<file path="src/inc/hsp_pkg.sv">
`default_nettype none
package hsp_pkg;
  localparam int unsigned CLK_MHZ        = 100;
  localparam int unsigned EXT_RST_MIN_US = 5;
  localparam int unsigned EXT_RST_CYC    = EXT_RST_MIN_US * CLK_MHZ;
  localparam int unsigned NUM_PORTS      = 2;
  // last count of the post-reset wait before straps are caught
  localparam logic [1:0]  SETTLE_LAST    = 2'h2;

  localparam logic [7:0] OFS_CTRL   = 8'h00;
  localparam logic [7:0] OFS_STATUS = 8'h04;
  localparam logic [7:0] OFS_STRAPS = 8'h08;
  localparam logic [7:0] OFS_IRQ_ST = 8'h0c;
  localparam logic [7:0] OFS_IRQ_MK = 8'h10;
  localparam logic [7:0] OFS_ID     = 8'h14;

  // ctrl fields
  localparam int unsigned CTRL_PWR_LSB  = 0;
  localparam int unsigned CTRL_COMB_LSB = 2;
  localparam int unsigned CTRL_WAKE_MD  = 4;
  localparam int unsigned CTRL_CONFIG   = 5;
  localparam int unsigned CTRL_SUSP     = 6;
  localparam int unsigned CTRL_HS       = 7;
  localparam int unsigned CTRL_WAKE_EV  = 8;
  localparam logic [31:0] CTRL_RESET    = 32'h0000_0000;

  // status fields
  localparam int unsigned ST_UP_PWR = 0;
  localparam int unsigned ST_LOCAL  = 1;
  localparam int unsigned ST_OC_LSB = 2;
  localparam int unsigned ST_RENEG  = 4;

  // strap fields
  localparam int unsigned SP_CFG_LSB = 0;
  localparam int unsigned SP_FIX_LSB = 2;
  localparam int unsigned SP_BC_LSB  = 4;

  // interrupt bits
  localparam int unsigned IRQ_PWR_ON  = 0;
  localparam int unsigned IRQ_PWR_OFF = 1;
  localparam int unsigned IRQ_OC_LSB  = 2;
  localparam int unsigned IRQ_W       = 4;

  localparam logic [1:0] RESP_OKAY   = 2'h0;
  localparam logic [1:0] RESP_SLVERR = 2'h2;

  typedef enum logic [1:0] {HSP_IDLE, HSP_SAMPLE, HSP_RUN} hsp_phase_t;
endpackage
`default_nettype wire

</file>
<file path="src/design/hsp_sideband.sv">
// Design decisions made here: the register addresses and the AXI4-Lite interface to the registers.
`timescale 1ns/1ps
`default_nettype none
module hsp_sideband
  import hsp_pkg::*;
#(
  parameter logic [31:0] ID_VALUE = 32'h0000_5a01 // arbitrary value
) (
  input  wire logic        aclk,
  input  wire logic        aresetn,
  input  wire logic [7:0]  s_axi_awaddr,
  input  wire logic        s_axi_awvalid,
  output logic             s_axi_awready,
  input  wire logic [31:0] s_axi_wdata,
  input  wire logic [3:0]  s_axi_wstrb,
  input  wire logic        s_axi_wvalid,
  output logic             s_axi_wready,
  output logic [1:0]       s_axi_bresp,
  output logic             s_axi_bvalid,
  input  wire logic        s_axi_bready,
  input  wire logic [7:0]  s_axi_araddr,
  input  wire logic        s_axi_arvalid,
  output logic             s_axi_arready,
  output logic [31:0]      s_axi_rdata,
  output logic [1:0]       s_axi_rresp,
  output logic             s_axi_rvalid,
  input  wire logic        s_axi_rready,
  input  wire logic        upstream_power_sense,
  input  wire logic        local_power_present,
  input  wire logic        config_method_strap_0,
  input  wire logic        config_method_strap_1,
  input  wire logic        fixed_device_strap_0,
  input  wire logic        fixed_device_strap_1,
  input  wire logic [1:0]  port_charging_strap,
  input  wire logic [1:0]  port_overcurrent_n,
  input  wire logic [1:0]  port_pin_in,
  output logic [1:0]       port_pin_out,
  output logic [1:0]       port_pin_oe,
  output logic             suspend_wake_out,
  output logic             suspend_wake_oe,
  output logic             high_speed_indicator,
  output logic             upstream_reconnect,
  output logic [1:0]       config_method,
  output logic [1:0]       fixed_device_ports,
  output logic [1:0]       port_charging_en,
  output logic             irq
);
  localparam int unsigned SW = 8;

  logic [SW-1:0] raw_s, syn_s;
  logic          up_pwr, local_s, cfg0_s, cfg1_s, fix0_s, fix1_s;
  logic [1:0]    bc_s, ocs_n_s, pin_s;
  logic [31:0]   ctrl_q;
  hsp_phase_t    phase_q;
  logic          local_q, hs_pol_q;
  logic          up_pwr_q;
  logic [1:0]    oc_q;
  logic [IRQ_W-1:0] ist_q, imask_q, iset;
  logic          aw_q, w_q;
  logic [7:0]    awaddr_q;
  logic [31:0]   wdata_q;
  logic [3:0]    wstrb_q;
  logic [1:0]    comb, pwr, pin_ok;
  logic [3:0]    rel_q;
  logic          wake_q;

  assign raw_s = {port_overcurrent_n, config_method_strap_1,
                  config_method_strap_0, fixed_device_strap_1,
                  fixed_device_strap_0, local_power_present,
                  upstream_power_sense};

  hsp_sync #(.W(SW), .INIT({2'b11, 6'h00})) u_sync_a (
    .aclk    (aclk),
    .aresetn (aresetn),
    .d       (raw_s),
    .q       (syn_s)
  );

  hsp_sync #(.W(4), .INIT(4'hf)) u_sync_b (
    .aclk    (aclk),
    .aresetn (aresetn),
    .d       ({port_pin_in, port_charging_strap}),
    .q       ({pin_s, bc_s})
  );

  assign up_pwr  = syn_s[0];
  assign local_s = syn_s[1];
  assign fix0_s  = syn_s[2];
  assign fix1_s  = syn_s[3];
  assign cfg0_s  = syn_s[4];
  assign cfg1_s  = syn_s[5];
  assign ocs_n_s = syn_s[7:6];

  assign comb = ctrl_q[CTRL_COMB_LSB +: NUM_PORTS];
  assign pwr  = ctrl_q[CTRL_PWR_LSB +: NUM_PORTS];

  // waits three cycles after release so the synchronisers carry pin levels
  logic [1:0] settle_q;
  always_ff @(posedge aclk) begin
    if (!aresetn) begin
      phase_q  <= HSP_IDLE;
      settle_q <= 2'h0;
    end else begin
      unique case (phase_q)
        HSP_IDLE: begin
          settle_q <= settle_q + 2'h1;
          if (settle_q == SETTLE_LAST) phase_q <= HSP_SAMPLE;
        end
        HSP_SAMPLE: phase_q <= HSP_RUN;
        HSP_RUN:    phase_q <= HSP_RUN;
      endcase
    end
  end

  // straps and local power caught once after release, held to next reset
  always_ff @(posedge aclk) begin
    if (!aresetn) begin
      local_q            <= 1'b0;
      hs_pol_q           <= 1'b0;
      config_method      <= 2'h0;
      fixed_device_ports <= 2'h0;
      port_charging_en   <= 2'h0;
    end else if (phase_q == HSP_SAMPLE) begin
      local_q            <= local_s;
      hs_pol_q           <= cfg1_s;
      config_method      <= {cfg1_s, cfg0_s};
      fixed_device_ports <= {fix1_s, fix0_s};
      port_charging_en   <= bc_s;
    end
  end

  // over-current: dedicated input, or combined pin only while released
  always_ff @(posedge aclk) begin
    if (!aresetn) begin
      oc_q <= 2'h0;
    end else begin
      for (int i = 0; i < NUM_PORTS; i++) begin
        if (comb[i]) begin
          if (pin_ok[i]) oc_q[i] <= ~pin_s[i];
        end else begin
          oc_q[i] <= ~ocs_n_s[i];
        end
      end
    end
  end

  // pins: combined mode is open drain, released to enable power
  always_ff @(posedge aclk) begin
    if (!aresetn) begin
      port_pin_out <= 2'h0;
      port_pin_oe  <= 2'h0;
      rel_q        <= 4'h0;
    end else begin
      rel_q        <= {rel_q[1:0], comb & ~port_pin_oe};
      for (int i = 0; i < NUM_PORTS; i++) begin
        if (comb[i]) begin
          port_pin_out[i] <= 1'b0;
          port_pin_oe[i]  <= ~pwr[i];
        end else begin
          port_pin_out[i] <= pwr[i];
          port_pin_oe[i]  <= 1'b1;
        end
      end
    end
  end

  // pin_s lags oe by the synchroniser, so a pin still pulled low is not seen
  assign pin_ok = comb & rel_q[3:2];

  // upstream power: a drop, not a return, restarts the link, not the device
  always_ff @(posedge aclk) begin
    if (!aresetn) begin
      up_pwr_q           <= 1'b0;
      upstream_reconnect <= 1'b0;
    end else begin
      up_pwr_q           <= up_pwr;
      upstream_reconnect <= up_pwr_q & ~up_pwr;
    end
  end

  // wake mode drives low for one cycle per event; suspend mode shows state
  always_ff @(posedge aclk) begin
    if (!aresetn) begin
      suspend_wake_out <= 1'b0;
      suspend_wake_oe  <= 1'b1;
      wake_q           <= 1'b0;
    end else begin
      suspend_wake_out <= 1'b0;
      wake_q           <= ctrl_q[CTRL_WAKE_EV];
      if (ctrl_q[CTRL_WAKE_MD]) begin
        suspend_wake_oe <= ctrl_q[CTRL_WAKE_EV] & ~wake_q;
      end else begin
        suspend_wake_oe <= ~(ctrl_q[CTRL_CONFIG]
                             & ~ctrl_q[CTRL_SUSP]);
      end
    end
  end

  always_ff @(posedge aclk) begin
    if (!aresetn) begin
      high_speed_indicator <= 1'b0;
    end else begin
      high_speed_indicator <= ctrl_q[CTRL_HS] ^ hs_pol_q;
    end
  end

  // interrupt events
  always_comb begin
    iset = '0;
    iset[IRQ_PWR_ON]  = up_pwr & ~up_pwr_q;
    iset[IRQ_PWR_OFF] = up_pwr_q & ~up_pwr;
    for (int i = 0; i < NUM_PORTS; i++) begin
      iset[IRQ_OC_LSB + i] = ~oc_q[i] & ((pin_ok[i] & ~pin_s[i])
                             | (~comb[i] & ~ocs_n_s[i]));
    end
  end

  // axi-lite write path
  logic wr_go;
  assign wr_go = aw_q & w_q & ~s_axi_bvalid;

  always_ff @(posedge aclk) begin
    if (!aresetn) begin
      aw_q     <= 1'b0;
      w_q      <= 1'b0;
      awaddr_q <= 8'h00;
      wdata_q  <= 32'h0000_0000;
      wstrb_q  <= 4'h0;
    end else begin
      if (s_axi_awvalid & s_axi_awready) begin
        aw_q     <= 1'b1;
        awaddr_q <= s_axi_awaddr;
      end else if (wr_go) begin
        aw_q <= 1'b0;
      end
      if (s_axi_wvalid & s_axi_wready) begin
        w_q     <= 1'b1;
        wdata_q <= s_axi_wdata;
        wstrb_q <= s_axi_wstrb;
      end else if (wr_go) begin
        w_q <= 1'b0;
      end
    end
  end

  assign s_axi_awready = ~aw_q;
  assign s_axi_wready  = ~w_q;

  function automatic logic [31:0] apply_strb(logic [31:0] old,
                                             logic [31:0] nw,
                                             logic [3:0]  st);
    logic [31:0] r;
    r = old;
    for (int b = 0; b < 4; b++) if (st[b]) r[8*b +: 8] = nw[8*b +: 8];
    return r;
  endfunction

  function automatic logic addr_ok(logic [7:0] a);
    return a == OFS_CTRL || a == OFS_STATUS || a == OFS_STRAPS ||
           a == OFS_IRQ_ST || a == OFS_IRQ_MK || a == OFS_ID;
  endfunction

  logic [31:0] wmask, imask_wr;
  assign wmask = apply_strb(32'h0, 32'hffff_ffff, wstrb_q);
  assign imask_wr = apply_strb({28'h0, imask_q}, wdata_q, wstrb_q);

  always_ff @(posedge aclk) begin
    if (!aresetn) begin
      ctrl_q  <= CTRL_RESET;
      imask_q <= '0;
      ist_q   <= '0;
      s_axi_bvalid <= 1'b0;
      s_axi_bresp  <= RESP_OKAY;
    end else begin
      // set wins over a write-one clear in the same cycle
      ist_q <= (ist_q & ~((wr_go && awaddr_q == OFS_IRQ_ST)
                          ? wdata_q[IRQ_W-1:0] & wmask[IRQ_W-1:0]
                          : '0)) | iset;
      if (wr_go && awaddr_q == OFS_CTRL) begin
        ctrl_q <= apply_strb(ctrl_q, wdata_q, wstrb_q);
      end
      if (wr_go && awaddr_q == OFS_IRQ_MK) begin
        imask_q <= imask_wr[IRQ_W-1:0];
      end
      if (wr_go) begin
        s_axi_bvalid <= 1'b1;
        s_axi_bresp  <= addr_ok(awaddr_q) ? RESP_OKAY : RESP_SLVERR;
      end else if (s_axi_bready) begin
        s_axi_bvalid <= 1'b0;
      end
    end
  end

  always_ff @(posedge aclk) begin
    if (!aresetn) irq <= 1'b0;
    else          irq <= |(ist_q & imask_q);
  end

  // axi-lite read path
  always_ff @(posedge aclk) begin
    if (!aresetn) begin
      s_axi_rvalid <= 1'b0;
      s_axi_rdata  <= 32'h0000_0000;
      s_axi_rresp  <= RESP_OKAY;
    end else if (s_axi_arvalid & s_axi_arready) begin
      s_axi_rvalid <= 1'b1;
      s_axi_rresp  <= addr_ok(s_axi_araddr) ? RESP_OKAY : RESP_SLVERR;
      unique case (s_axi_araddr)
        OFS_CTRL:   s_axi_rdata <= ctrl_q;
        OFS_STATUS: s_axi_rdata <= {27'h0, phase_q == HSP_RUN,
                                    oc_q, local_q, up_pwr_q};
        OFS_STRAPS: s_axi_rdata <= {26'h0, port_charging_en,
                                    fixed_device_ports, config_method};
        OFS_IRQ_ST: s_axi_rdata <= {28'h0, ist_q};
        OFS_IRQ_MK: s_axi_rdata <= {28'h0, imask_q};
        OFS_ID:     s_axi_rdata <= ID_VALUE;
        default:    s_axi_rdata <= 32'h0000_0000;
      endcase
    end else if (s_axi_rready) begin
      s_axi_rvalid <= 1'b0;
    end
  end

  assign s_axi_arready = ~s_axi_rvalid;

  a_reconnect_pulse: assert property (@(posedge aclk) disable iff (!aresetn)
    (up_pwr_q & ~up_pwr) |=> upstream_reconnect ##1 !upstream_reconnect)
    else $error("reconnect pulse missing");
  a_hs_polarity: assert property (@(posedge aclk) disable iff (!aresetn)
    high_speed_indicator == ($past(ctrl_q[CTRL_HS]) ^ $past(hs_pol_q)))
    else $error("high-speed indicator wrong");
  a_susp_active: assert property (@(posedge aclk) disable iff (!aresetn)
    (!ctrl_q[CTRL_WAKE_MD] && ctrl_q[CTRL_CONFIG] && !ctrl_q[CTRL_SUSP])
    |=> !suspend_wake_oe) else $error("suspend pin not released");
  a_straps_hold: assert property (@(posedge aclk) disable iff (!aresetn)
    (phase_q == HSP_RUN) |=> $stable(config_method) && $stable(local_q))
    else $error("strap changed after latch");
  a_comb_release: assert property (@(posedge aclk) disable iff (!aresetn)
    (comb[0] && pwr[0]) |=> !port_pin_oe[0])
    else $error("combined pin driven while enabled");
  a_port_power: assert property (@(posedge aclk) disable iff (!aresetn)
    (!comb[1]) |=> port_pin_oe[1] && port_pin_out[1] == $past(pwr[1]))
    else $error("port power output wrong");
  a_oc_low: assert property (@(posedge aclk) disable iff (!aresetn)
    (!comb[0] && !ocs_n_s[0]) |=> oc_q[0])
    else $error("overcurrent not flagged");
  a_local_hold: assert property (@(posedge aclk) disable iff (!aresetn)
    (phase_q == HSP_SAMPLE) |=> local_q == $past(local_s))
    else $error("local power not latched");
  a_up_power: assert property (@(posedge aclk) disable iff (!aresetn)
    up_pwr_q == $past(up_pwr)) else $error("power sense lost");
endmodule
`default_nettype wire

</file>
<file path="src/design/hsp_sync.sv">
`timescale 1ns/1ps
`default_nettype none
// two-flop synchroniser bank for pin inputs
module hsp_sync #(
  parameter int unsigned W = 1,
  parameter logic [W-1:0] INIT = '0
) (
  input  wire logic         aclk,
  input  wire logic         aresetn,
  input  wire logic [W-1:0] d,
  output logic      [W-1:0] q
);
  logic [W-1:0] meta_q;

  always_ff @(posedge aclk) begin
    if (!aresetn) begin
      meta_q <= INIT;
      q      <= INIT;
    end else begin
      meta_q <= d;
      q      <= meta_q;
    end
  end
endmodule
`default_nettype wire

</file>
<file path="config.mk">
export PLATFORM = sky130hd
export DESIGN_NAME = hsp_sideband
export DESIGN_NICKNAME = d
export VERILOG_FILES = /design/src/inc/hsp_pkg.sv /design/src/design/hsp_sideband.sv /design/src/design/hsp_sync.sv
export SDC_FILE = /design/constraint.sdc
export NUM_CORES = 1
export LEC_CHECK = 0
export BUFFER_PORTS_ARGS = -buffer_cell sky130_fd_sc_hd__buf_2
export CAP_MARGIN = 10
export CORE_MARGIN = 8
export CORE_UTILIZATION = 45
export CTS_BUF_LIST = sky130_fd_sc_hd__clkbuf_8
export CTS_CLUSTER_DIAMETER = 100
export CTS_CLUSTER_SIZE = 10
export DETAILED_ROUTE_END_ITERATION = 10
export GPL_TIMING_DRIVEN = 1
export PLACE_DENSITY = 0.76
export SLEW_MARGIN = 20
export SYNTH_ARGS = -nofsm -noshare
export SYNTH_HDL_FRONTEND = slang
export SYNTH_SLANG_ARGS = --single-unit
export TNS_END_PERCENT = 5
</file>
<file path="constraint.sdc">
create_clock -name aclk -period 5.45 [get_ports aclk]
set_input_delay 0.8175 -clock aclk [delete_from_list [all_inputs] [get_ports aclk]]
set_output_delay 0.8175 -clock aclk [all_outputs]
set_load 0.02 [all_outputs]
</file>
# Yosys cells after proc, flatten, opt, wreduce, memory -nomap -nowiden
# Index checks and enable logic that the tools add are counted.
[totals]
ff_bits = 176
input_bits = 71
out_inout_bits = 56
[classes]
add_sub_neg = 1
eq_ne = 16
n_mux = 21
bitwise_logic = 46
n_reduce_logical = 29
[ops]
columns = ["op", "n"]
rows = [
  ["32-bit case mux with 6 select lines", 1],
  ["8-bit by 4-bit equality test with 1-bit output (second input constant)", 4],
  ["8-bit by 5-bit equality test with 1-bit output (second input constant)", 4],
  ["1-bit NOT", 20],
  ["8-bit by 3-bit equality test with 1-bit output (second input constant)", 2],
  ["8-bit logical NOT", 2],
  ["1-bit bitwise AND", 15],
  ["1-bit 2-to-1 mux", 14],
  ["4-bit bitwise AND", 3],
  ["1-bit logical OR", 10],
  ["2-bit AND reduction", 5],
  ["4-bit 2-to-1 mux", 2],
  ["2-bit nonzero test", 4],
  ["2-bit 2-to-1 mux", 3],
  ["2-bit OR reduction", 3],
  ["2-bit bitwise AND", 2],
  ["2-bit equality test (second input constant)", 2],
  ["2-bit by 1-bit inequality test with 1-bit output (second input constant)", 2],
  ["4-bit NOT", 1],
  ["4-bit OR", 1],
  ["2-bit case mux with 2 select lines", 1],
  ["4-bit OR reduction", 1],
  ["1-bit logical AND", 3],
  ["2-bit by 1-bit adder with 2-bit output (second input constant)", 1],
  ["6 further kinds", 7],
]

# Logic depth before layout (Yosys ltp)
[depth]
depth_word = 7
mapped_depth = 6
mapped_depth_nobuf = 6

# Cells and area by module
# From an unflattened synthesis, not the netlist that was laid out.
[unflattened]
cells_unflattened = 631
area_unflattened_um2 = 6433.7
[by_module_without_submodules]
columns = ["module", "instances", "cells_per_inst", "area_per_inst_um2"]
rows = [
  ["hsp_sideband", 1, 582, 5780.5],
  ["hsp_sync (u_sync_a)", 1, 33, 442.9],
  ["hsp_sync (u_sync_b)", 1, 16, 210.2],
]

# Worst setup path after synthesis
# Ideal clock, no wire load.
[synth_timing]
path_kind = "in2reg"
from = "input s_axi_araddr[7]"
to = "register s_axi_rdata[20]"
arrival_ps = 2309
required_time_ps = 5385
path_slack_ps = 3075
stages = 5
n_path_buf = 1
path_cell_list = "or4_1 -> nor4_2 -> clkbuf_1 -> a32oi_1 -> nor2b_1"
[synth_via]
elab_chain_len = 2
word_cells_on_any_way = 7
classes_between = "5 x eq/ne; 1 x mux; 1 x reduce/logical"
[synth_lines]
columns = ["element", "line_no", "rtl"]
rows = [
  ["start, declared", "hsp_sideband.sv:21", "input wire logic [7:0] s_axi_araddr,"],
  ["8-bit by 5-bit equality test with 1-bit output, or another cell as far along", "hsp_sideband.sv:308", "unique case (s_axi_araddr)"],
  ["32-bit case mux with 6 select lines (*)", "hsp_sideband.sv:308", ""],
  ["end signal, assigned", "hsp_sideband.sv:309", "OFS_CTRL: s_axi_rdata <= ctrl_q;"],
  ["end signal, assigned", "hsp_sideband.sv:310", "OFS_STATUS: s_axi_rdata <= {27'h0, phase_q == HSP_RUN,"],
  ["end signal, assigned", "hsp_sideband.sv:312", "OFS_STRAPS: s_axi_rdata <= {26'h0, port_charging_en,"],
  ["end, declared", "hsp_sideband.sv:24", "output logic [31:0] s_axi_rdata,"],
]
# Mark *: on every way between the ends. The rest lies on a longest branch, timed or not.
# A chain may end at the register's enable or synchronous reset.

# Final worst setup path
[layout_timing]
from = "register w_q"
to = "register ist_q[2]"
[layout_via]
elab_chain_len = 7
[layout_lines]
columns = ["element", "line_no", "rtl"]
rows = [
  ["start, declared", "hsp_sideband.sv:59", "logic aw_q, w_q;"],
  ["start signal, assigned", "hsp_sideband.sv:225", "w_q <= 1'b0;"],
  ["start signal, assigned", "hsp_sideband.sv:237", "w_q <= 1'b1;"],
  ["start signal, assigned", "hsp_sideband.sv:241", "w_q <= 1'b0;"],
  ["1-bit bitwise AND (2 in a row)", "hsp_sideband.sv:220", "assign wr_go = aw_q & w_q & ~s_axi_bvalid;"],
  ["1-bit logical AND", "hsp_sideband.sv:276", "ist_q <= (ist_q & ~((wr_go && awaddr_q == OFS_IRQ_ST)"],
  ["4-bit 2-to-1 mux", "hsp_sideband.sv:277", "? wdata_q[IRQ_W-1:0] & wmask[IRQ_W-1:0]"],
  ["4-bit NOT", "hsp_sideband.sv:276", ""],
  ["4-bit bitwise AND", "hsp_sideband.sv:276", ""],
  ["4-bit OR", "hsp_sideband.sv:278", ": '0)) | iset;"],
  ["end signal, assigned", "hsp_sideband.sv:276", ""],
  ["end, declared", "hsp_sideband.sv:58", "logic [IRQ_W-1:0] ist_q, imask_q, iset;"],
]
# No other way between the ends.

==> flow_metrics.py <==
metrics = {
    "worst_hold_path": {
        "hold_class": "reg -> reg",
    },
    "status": {
        "status": "finished, final reports clean",
    },
    "clock_tree": {
        "htree_levels": 4,
        "cts_hold_buf": 0,
        "cts_root_buf": "clkbuf_8",
        "clockBufferDepth": 2,
        "cts_sinks": 173,
        "cts_inserted_buffers": 17,
        "worstSkewPairLatency_ps": 450,
        "clk_pin_slew_ps": 80,
        "post_cts_buffers": 0,
        "cts_resized": 0,
        "tritoncts": "done",
    },
    "route": {
        "routed_wl_um": 14300,
        "drc": 0,
        "vias": 4778,
        "m1WireLength_um": 6530,
        "via_per_inst": 5.00,
        "topRoutingLayerUsed": "met4",
        "drt_iter0_markers": 191,
        "route.met2.wl_um": 6850,
        "wl_met3_um": 750,
        "ant_nets": 0,
        "drt-pass1-iter-count": 4,
        "detail_route.wl_per_cell_um": 15.0,
    },
    "timing": {
        "relSlewSlack_pct": 37.2,
        "timing.final.crit_period_ps": 2290,
        "tightest_slew_ps": 942,
        "slew_viol_final": 0,
        "hold_viol": 0,
        "grt_setup_unrepaired": "no",
        "finalSetupTns_ps": 0,
        "setup_violations": 0,
        "fmax_mhz": 437,
        "fin_crit_sh_pct": 42.0,
        "fin_skew_ps": 11.4,
    },
    "yosys": {
        "yosysSeqAreaShare_pct": 52.1,
        "yosysWarnings": 0,
        "synth_area_per_cell_um2": 10.1,
        "netlist_area_um2": 6650,
        "synth_area_leaders": "dfxtp_1, mux2i_1, nor2b_1",
        "yosys_most_used_dff": "dfxtp_1",
        "yosysUniqueCellTypes": 46,
        "synthCells": 658,
        "synth-seq-cells": 173,
        "synth_edf_count": 0,
        "yosys.area.top_type": "dfxtp_1",
        "synth_top_area_share_pct": 52.1,
        "ys_async_sr_fraction_pct": 0,
    },
    "placement": {
        "port_buffers": 123,
        "dp_hpwl_um": 9830,
        "gp_congestion": 0.744,
    },
    "job": {
        "max_cap_viol_count": 0,
    },
    "grt": {
        "grt_remaining_overflow": 0,
        "grt_pass1_wl_um": 22800,
        "grt_pass1_vias": 4516,
        "track_usage_pct": 15.3,
        "antenna_found_initial": 0,
        "grt_max_degree": 121,
    },
    "critical_path": {
        "ff2ff_setup_slack_ps": 3160,
        "crit_type": "reg -> reg",
        "critPathLaunchType": "flop",
        "crit_arrival_ps": 2640,
        "endpoint_kind": "flop",
        "cp_slowest_cell": "nor4_1",
        "path_cells": "nand3b_1 -> nor4_1 -> a21boi_0 -> o21a_1",
        "slowest_delay_ps": 860,
        "crit_family": "simple AND/OR/NAND/NOR gates",
        "required_ps": 5800,
        "worstPathMaxFanout": 10,
        "crit_buf_inv": 0,
    },
    "cells_and_area": {
        "num-fill-cells": 1325,
        "drive_gt1_share_pct": 21.8,
        "fin_nets": 835,
        "fin_util_pct": 53.2,
        "seq_area_um2": 3460,
        "syn_to_final_growth_pct": 15.9,
        "antenna_cells": 0,
        "multi_input_area_um2": 2970,
    },
    "pwr": {
        "p_leak_nw": 3.08,
        "power.density_nw_per_um2": 314,
        "ir_worst_vdd_mv": 0.163,
    },
    "floorplanning": {
        "die-area_um2": 18900,
        "die_w_um": 138,
        "ios": 127,
        "fp.dieH_um": 138,
        "row_count": 44,
        "start_util_pct": 45.9,
        "fp.coreArea_um2": 14500,
    },
}
[routing by layer]
metal	track usage, %	vias up
met5	0	-
met4	5.55	0
met3	4.74	14
li1	-	2440
met1	18.8	2230
met2	24.6	94
[Yosys cell counts (2+ instances only)]
cell / instances
and2_1: 19
a21boi_0: 44
o21a_1: 3
ha_1: 4
clkbuf_1: 39
a21o_1: 4
nor2_1: 14
a31oi_1: 3
or4b_2: 3
nor2b_1: 85
nand3_1: 7
buf_4: 4
dfxtp_1: 173
a22oi_1: 6
a32oi_1: 23
mux2i_1: 60
xor2_1: 2
nand2b_1: 15
nand3b_1: 4
buf_1: 2
o21ai_0: 14
and3b_1: 5
o211a_1: 4
nor4_4: 5
inv_1: 10
nand2_1: 81
a21oi_1: 6
[metrics by stage]
stage	total power [W]	cell area, um2	hold slack, ps	std cells	setup WS [ps]
2_1_floorplan	0.00157	6650	386	660	3080
3_3_place_gp	0.00165	7350	393	925	2960
3_5_place_dp	0.00166	7350	392	925	2970
4_1_cts	0.00245	7700	412	955	3090
5_1_grt	0.00253	7700	419	955	2940
6_report	0.00242	7700	407	955	3160
[cell families after synthesis]
logic type,after synthesis,synth area share [%]
mux,61,9.21
xor+xnor,2,0.264
other cells,1,0.0564
simple gates,248,21.6
fa+ha+maj,4,0.753
compound gates,112,12.5
buf+inv,57,3.58
flops,173,52.1
[placed cells by master, fill, tap and decap left out, types with 4 or more instances in the layout]
cell type and count:
and2_1 19, a32oi_1 23, buf_4 6, nor2b_1 84, nor2_1 13, o211a_1 4
buf_2 122, clkbuf_8 19, and3b_1 5, a21o_1 4, a21boi_0 44, nand3_1 7
a21oi_1 6, dfxtp_1 173, nand2b_1 15, nand2_1 81, nand3b_1 4, inv_1 15
a22oi_1 6, ha_1 4, o21ai_0 14, nor4_4 6, mux2i_1 60
[area by class of cell]
class | count | area share (%)
multi-input cells | 430 | 38.6
flip-flops and latches | 173 | 45.0
well taps | 184 | 2.99
clock inverters | 11 | 1.07
clock buffers | 19 | 3.40
inverters | 10 | 0.487
repair buffers | 128 | 8.51
[power by group]
| group | internal [W] | switching, W | leakage, nW | total (W) |
|---|---|---|---|---|
| logic | 0.000119 | 0.000150 | 1.48 | 0.000269 |
| registers | 0.00132 | 0.0000345 | 1.41 | 0.00135 |
| clock network | 0.000371 | 0.000427 | 0.190 | 0.000798 |
[path summary, 6_finish.rpt]
kind,start,to,cells past startpoint
max,w_q$_SDFFE_PN0P_,ist_q[2]$_SDFF_PN0_,4
min,u_sync_b.meta_q[1]$_SDFF_PN1_,u_sync_b.q[1]$_SDFF_PN1_,1
max reg2reg,w_q$_SDFFE_PN0P_,ist_q[2]$_SDFF_PN0_,4
min reg2reg,u_sync_b.meta_q[1]$_SDFF_PN1_,u_sync_b.q[1]$_SDFF_PN1_,1
[registers in the layout, indices dropped and copies added (netlist names), 4 cells and up]
register,flops
s_axi_rdata,32
u_sync_b.meta_q,4
imask_q,4
wstrb_q,4
rel_q,4
ctrl_q,32
u_sync_b.q,4
u_sync_a.q,8
wdata_q,32
awaddr_q,8
ist_q,4
u_sync_a.meta_q,8
No activity file was read; power rests on OpenSTA's default activity.
